## src/shared/ledcur_defs.svh

```systemverilog
// Offsets, fields, reset values and codes of the LED current bank
`ifndef LEDCUR_DEFS_SVH
`define LEDCUR_DEFS_SVH
`define LEDCUR_ADDR_W 8
`define LEDCUR_OFS_LED1_HIGH 8'h03
`define LEDCUR_OFS_LED1_LOW 8'h04
`define LEDCUR_OFS_LED2_HIGH 8'h05
`define LEDCUR_OFS_LED2_LOW 8'h06
`define LEDCUR_OFS_LED3_HIGH 8'h07
`define LEDCUR_OFS_LED3_LOW 8'h08
`define LEDCUR_HIGH_MSB 1
`define LEDCUR_HIGH_LSB 0
`define LEDCUR_RESET_VALUE 8'h00
`define LEDCUR_UNMAPPED_READ 8'h00
`define LEDCUR_CODE_OFF 10'h000
`define LEDCUR_CODE_MIN 10'h033
`define LEDCUR_CODE_FULL 10'h3FF
`define LEDCUR_CHANNELS 3
`endif

```

## src/shared/ledcur_pkg.sv

```systemverilog
// Types of the LED current code register bank
`include "ledcur_defs.svh"
package ledcur_pkg;
  typedef logic [7:0] ledcur_byte_t;
  typedef logic [9:0] ledcur_code_t;
  typedef logic [10:0] ledcur_scale_t;
  typedef struct packed {
    logic [`LEDCUR_CHANNELS-1:0][1:0] high_bits;
    logic [`LEDCUR_CHANNELS-1:0][7:0] low_byte;
    ledcur_byte_t rd_data;
    logic [`LEDCUR_CHANNELS-1:0] chan_on;
    logic [`LEDCUR_CHANNELS-1:0][10:0] scale;
  } ledcur_state_s;
endpackage

```

## src/rtl/ledcur_regs.sv

```systemverilog
// LED current code register bank with byte-wide register port
`timescale 1ns/1ps
`default_nettype none
`include "ledcur_defs.svh"

module ledcur_regs
(
  input wire logic clk_in, // 40 MHz clock
  input wire logic arst_n_in, // Async reset, active low
  input wire logic [`LEDCUR_ADDR_W-1:0] addr_in, // Register offset
  input wire logic wr_en_in, // Write strobe, one cycle
  input wire ledcur_pkg::ledcur_byte_t wr_data_in, // Write data
  output logic [7:0] rd_data_out, // Read data, one cycle after address
  output logic [2:0][9:0] code_out, // Per-channel 10-bit current code
  output logic [2:0] chan_on_out, // Channel enabled (code nonzero)
  output logic [2:0][10:0] scale_out // Current numerator over 1024
);
  import ledcur_pkg::*;

  // ------------------------------------------------------------
  // Reset release
  // ------------------------------------------------------------
  logic [1:0] rst_sync;
  logic rst_n_q;

  // Two-stage release of the asynchronous reset
  always_ff @(posedge clk_in or negedge arst_n_in)
  begin
    if (!arst_n_in)
    begin
      rst_sync <= 2'h0;
    end
    else
    begin
      rst_sync <= {rst_sync[0], 1'b1};
    end
  end
  // Only the second stage feeds the rest of the design
  assign rst_n_q = rst_sync[1];

  // ------------------------------------------------------------
  // State update
  // ------------------------------------------------------------
  ledcur_state_s state;
  ledcur_state_s next_state;

  // Register writes, read mux and current scaling
  always_comb
  begin
    ledcur_code_t code;
    code = `LEDCUR_CODE_OFF;
    next_state = state;
    if (wr_en_in)
    begin
      if (addr_in == `LEDCUR_OFS_LED1_HIGH)
      begin
        next_state.high_bits[0] =
          wr_data_in[`LEDCUR_HIGH_MSB:`LEDCUR_HIGH_LSB];
      end
      else if (addr_in == `LEDCUR_OFS_LED1_LOW)
      begin
        next_state.low_byte[0] = wr_data_in;
      end
      else if (addr_in == `LEDCUR_OFS_LED2_HIGH)
      begin
        next_state.high_bits[1] =
          wr_data_in[`LEDCUR_HIGH_MSB:`LEDCUR_HIGH_LSB];
      end
      else if (addr_in == `LEDCUR_OFS_LED2_LOW)
      begin
        next_state.low_byte[1] = wr_data_in;
      end
      else if (addr_in == `LEDCUR_OFS_LED3_HIGH)
      begin
        next_state.high_bits[2] =
          wr_data_in[`LEDCUR_HIGH_MSB:`LEDCUR_HIGH_LSB];
      end
      else if (addr_in == `LEDCUR_OFS_LED3_LOW)
      begin
        next_state.low_byte[2] = wr_data_in;
      end
    end
    // Read back, reserved bits as zero
    if (addr_in == `LEDCUR_OFS_LED1_HIGH)
    begin
      next_state.rd_data = {6'h00, state.high_bits[0]};
    end
    else if (addr_in == `LEDCUR_OFS_LED1_LOW)
    begin
      next_state.rd_data = state.low_byte[0];
    end
    else if (addr_in == `LEDCUR_OFS_LED2_HIGH)
    begin
      next_state.rd_data = {6'h00, state.high_bits[1]};
    end
    else if (addr_in == `LEDCUR_OFS_LED2_LOW)
    begin
      next_state.rd_data = state.low_byte[1];
    end
    else if (addr_in == `LEDCUR_OFS_LED3_HIGH)
    begin
      next_state.rd_data = {6'h00, state.high_bits[2]};
    end
    else if (addr_in == `LEDCUR_OFS_LED3_LOW)
    begin
      next_state.rd_data = state.low_byte[2];
    end
    else
    begin
      next_state.rd_data = `LEDCUR_UNMAPPED_READ;
    end
    // Channel on flag and current numerator from the stored code
    for (int i = 0; i < `LEDCUR_CHANNELS; i++)
    begin
      code = {state.high_bits[i], state.low_byte[i]};
      next_state.chan_on[i] = (code != `LEDCUR_CODE_OFF);
      next_state.scale[i] = next_state.chan_on[i] ?
        ({1'b0, code} + 11'h001) : 11'h000;
    end
  end

  // State register, all zero at reset
  always_ff @(posedge clk_in or negedge rst_n_q)
  begin
    if (!rst_n_q)
    begin
      state <= '0;
    end
    else
    begin
      state <= next_state;
    end
  end

  // ------------------------------------------------------------
  // Outputs
  // ------------------------------------------------------------
  // Read data, on flags and numerators straight from the state register
  assign rd_data_out = state.rd_data;
  assign chan_on_out = state.chan_on;
  assign scale_out = state.scale;
  // Full codes straight from the code registers
  always_comb
  begin
    for (int i = 0; i < `LEDCUR_CHANNELS; i++)
    begin
      code_out[i] = {state.high_bits[i], state.low_byte[i]};
    end
  end
endmodule // ledcur_regs
`default_nettype wire

```

## config.mk

```make
export PLATFORM = sky130hd
export DESIGN_NAME = ledcur_regs
export DESIGN_NICKNAME = d
export VERILOG_FILES = /design/src/shared/ledcur_pkg.sv /design/src/rtl/ledcur_regs.sv
export VERILOG_INCLUDE_DIRS = /design/src /design/src/shared
export SDC_FILE = /design/constraint.sdc
export NUM_CORES = 1
export LEC_CHECK = 0
export ABC_AREA = 1
export CAP_MARGIN = 20
export CORE_MARGIN = 4
export CORE_UTILIZATION = 35
export CTS_CLUSTER_DIAMETER = 120
export DETAILED_ROUTE_END_ITERATION = 7
export DONT_BUFFER_PORTS = 1
export PLACE_DENSITY = 0.61
export SETUP_SLACK_MARGIN = 0.05
export SYNTH_ARGS = -nofsm -noshare
export SYNTH_HDL_FRONTEND = slang
export SYNTH_SLANG_ARGS = --single-unit
```

## constraint.sdc

```tcl
create_clock -name clk_in -period 2.4 [get_ports clk_in]
set_clock_uncertainty 0.15 [all_clocks]
set_input_delay 0.12 -clock clk_in [delete_from_list [all_inputs] [get_ports clk_in]]
set_output_delay 0.12 -clock clk_in [all_outputs]
set_load 0.01 [all_outputs]
```

==> flow_summary.yaml <==
outcome:
  status: "completed"
worst_setup_path:
  crit_top_cell: "dlygate4sd3_1"
  cp_top_family: "buffers and inverters"
  required_ns: 2.55
  critPathLaunchType: "primary input"
  cp-end-kind: "flip-flop"
  cp_slowest_stage_delay_ns: 0.57
  critPathMaxFanout: 4
  critical_path.slowest_cell: "dlygate4sd3_1"
  cp.arrival_ns: 2.21
  path_class: "primary input to flip-flop"
  cp_num_buf_inv: 4
  crit_chain: "dlygate4sd3_1 -> inv_2 -> nor3_2 -> nand3_1 -> dlygate4sd3_1 -> nand2_1 -> dlygate4sd3_1"
routing:
  drc_errors: 0
  drt-total-wl_um: 8640
  met1_length_um: 3610
  via_count: 2705
  drtAntennaViolNets: 0
  wire_per_inst_um: 15.2
  drtIter0Drc: 131
  first_pass_iters: 4
  highest_layer: "met4"
  wl_met2_um: 4030
  wl_met3_um: 797
  vias_per_cell: 4.75
cts:
  htree_levels: 3
  cts-root-buf: "clkbuf_8"
  cts-buffers-inserted: 9
  cts_buffer_depth: 2
  cts_num_sinks: 76
  cts_tree: "done"
  cts_resized: 0
  clk-insertion-delay-late_ns: 0.36
  clkTransAtPathRegs_ns: 0.08
floorplan:
  core_area_sq_um: 9820
  initial_utilization_pct: 36.0
  die_w_um: 109
  dieHeight_um: 109
  io_pins: 93
  row_count: 36
  die_area_sq_um: 11800
synth:
  synthesis.nets: 435
  synth_fa_ha_area_share_pct: 2.12
  synth_area_sq_um: 3540
  yosysWarnings: 0
  ys_async_sr_fraction_pct: 100
  synth-seq-area-share_pct: 53.8
  synth_cell_types: 28
  synth-simple-area-share_pct: 27.3
  synth_xor_area_share_pct: 2.23
  syn_area_per_cell_sq_um: 8.62
  muxShareOfSynthArea_pct: 0
  ys_seq_elements: 76
  synth_top_family_by_area: "simple AND/OR/NAND/NOR gates"
  synth-compound-area-share_pct: 4.88
  synth-edff-count: 0
  ys.flop_type: "dfrtp_1"
  synth_cells: 410
grt:
  grt_max_degree: 75
  antenna_found_initial: 0
  grt.overflow.total: 0
  track_usage_pct: 15.6
  grt_pass1_vias: 2601
  grt_pass1_wl_um: 13800
sta:
  hold_violations: 0
  min_period_over_period_pct: 85.8
  setup_viol: 0
  max_freq_mhz: 486
  grt_setup_unrepaired: "no"
  slew_violations: 0
  tightestPinTransition_ns: 0.928
  finalCriticalPeriod_ns: 2.06
  setup_slack_ns: 0.341
  tns_ns: 0
  slew_headroom_pct: 38.2
layout:
  syn2layout_area_growth_pct: 13.4
  drive_gt1_share_pct: 8.70
  layout.nets: 459
  diodes: 0
placement:
  place_congestion: 0.865
  pre_cts_ws_ns: 0.683
  place_hpwl_um: 6470
  port_buffers: 0
power:
  peakVddDrop_mv: 0.267
  power_density_nw_per_um2: 641
  power_leakage_nw: 2.01
hold_path:
  hp-class: "primary input to flip-flop"
job:
  drv_cap: 0
==> timing repair <==
item | CTS | global route
setup buffers | 0 | 0
endpoints found under the hold margin | 35 | 0
hold buffers | 18 | 0
==> through the flow <==
step | area [sq um] | power (mW) | utilization [%] | hold WS (ns) | std cells
2_1_floorplan | 3540 | 1.59 | - | -0.326 | 410
3_3_place_gp | 3650 | 1.64 | 37.2 | -0.326 | 538
3_5_place_dp | 3650 | 1.65 | 37.2 | -0.326 | 538
4_1_cts | 4010 | 2.61 | 40.8 | 0.00628 | 570
5_1_grt | 4010 | 2.70 | 40.8 | 0.0407 | 570
6_report | 4010 | 2.57 | 40.8 | 0.0304 | 570
==> report_power, final <==
group / internal [mW] / leakage, nW / switching [mW]
Sequential: 1.35 / 0.973 / 0.120
Clock: 0.464 / 0.0870 / 0.460
Combinational: 0.0641 / 0.948 / 0.111
==> state kept, by name, indices dropped and copies added (netlist names) <==
signal       count
scale_out       33
code_out        30
rst_sync         2
rd_data_out      8
chan_on_out      3
==> cells in the mapped netlist (5+ instances only) <==
master   instances  share of area, %
nand2_1        102                11
dfrtp_1         76                54
inv_1           71               7.5
nand3_1         41               5.8
nor2_1          37               3.9
o21ai_0         13               1.8
nor3_1           8               1.1
nand2_2          7               1.2
a21oi_1          6              0.85
ha_1             6               2.1
xor2_1           6               1.5
buf_6            5               1.6
nand4_1          5              0.88
==> metal layers <==
| metal | GRT usage, % | vias to the layer above |
|---|---|---|
| li1 | - | 1316 |
| met1 | 20.2 | 1276 |
| met2 | 23.6 | 95 |
| met3 | 4.36 | 18 |
| met4 | 8.21 | 0 |
| met5 | 0 | - |
==> placed cells by master (no fill, tap or decap), types with 2 or more instances in the layout <==
cell             n
dfrtp_1         75
inv_1           71
nor3_2           2
ha_1             6
o221ai_1         2
xnor2_1          3
clkbuf_8         9
nand4_1          5
nor3_1           8
nor2_1          37
nand3_1         41
o221ai_2         2
dlygate4sd3_1   18
clkinv_2         2
inv_2            2
a21oi_1          6
o211ai_1         2
nor2_4           4
o21ai_0         13
o21ai_1          3
clkinvlp_4       2
xor2_1           6
nand2_1        102
nand2_2          7
==> logic make-up after synthesis <==
| group | count (synthesis) |
|---|---|
| compound gates | 28 |
| xor+xnor | 9 |
| fa+ha+maj | 6 |
| buf+inv | 79 |
| flops | 76 |
| other cells | 1 |
| simple gates | 211 |
==> worst min-delay path, cell delays in order <==
cell     delay (ns)
nand4_2        0.13
nor2_4         0.07
nand2_1        0.10
o21ai_0        0.08
==> layout make-up <==
class | count | area, sq um
fillers | 1019 | 5810
flip-flops and latches | 76 | 1910
inverters | 73 | 274
well taps | 133 | 166
multi-input cells | 255 | 1300
clock buffers | 9 | 124
clock inverters | 5 | 55.1
repair buffers | 19 | 188
==> path summary, 6_finish.rpt <==
kind | startpoint | end | slack [ns] | cells past startpoint
min reg2reg | rst_sync[0] | rst_sync[1] | 0.21 | 0
max in group asynchronous | rst_sync[1] | scale_out[24] | 1.18 | 0
max reg2reg | code_out[11] | scale_out[19] | 0.65 | 8
min in group asynchronous | rst_sync[1] | chan_on_out[0] | 0.31 | 0
min | addr_in[0] | code_out[9] | 0.03 | 4
max | addr_in[0] | code_out[19] | 0.34 | 7
(Power assumes the default switching activity.)
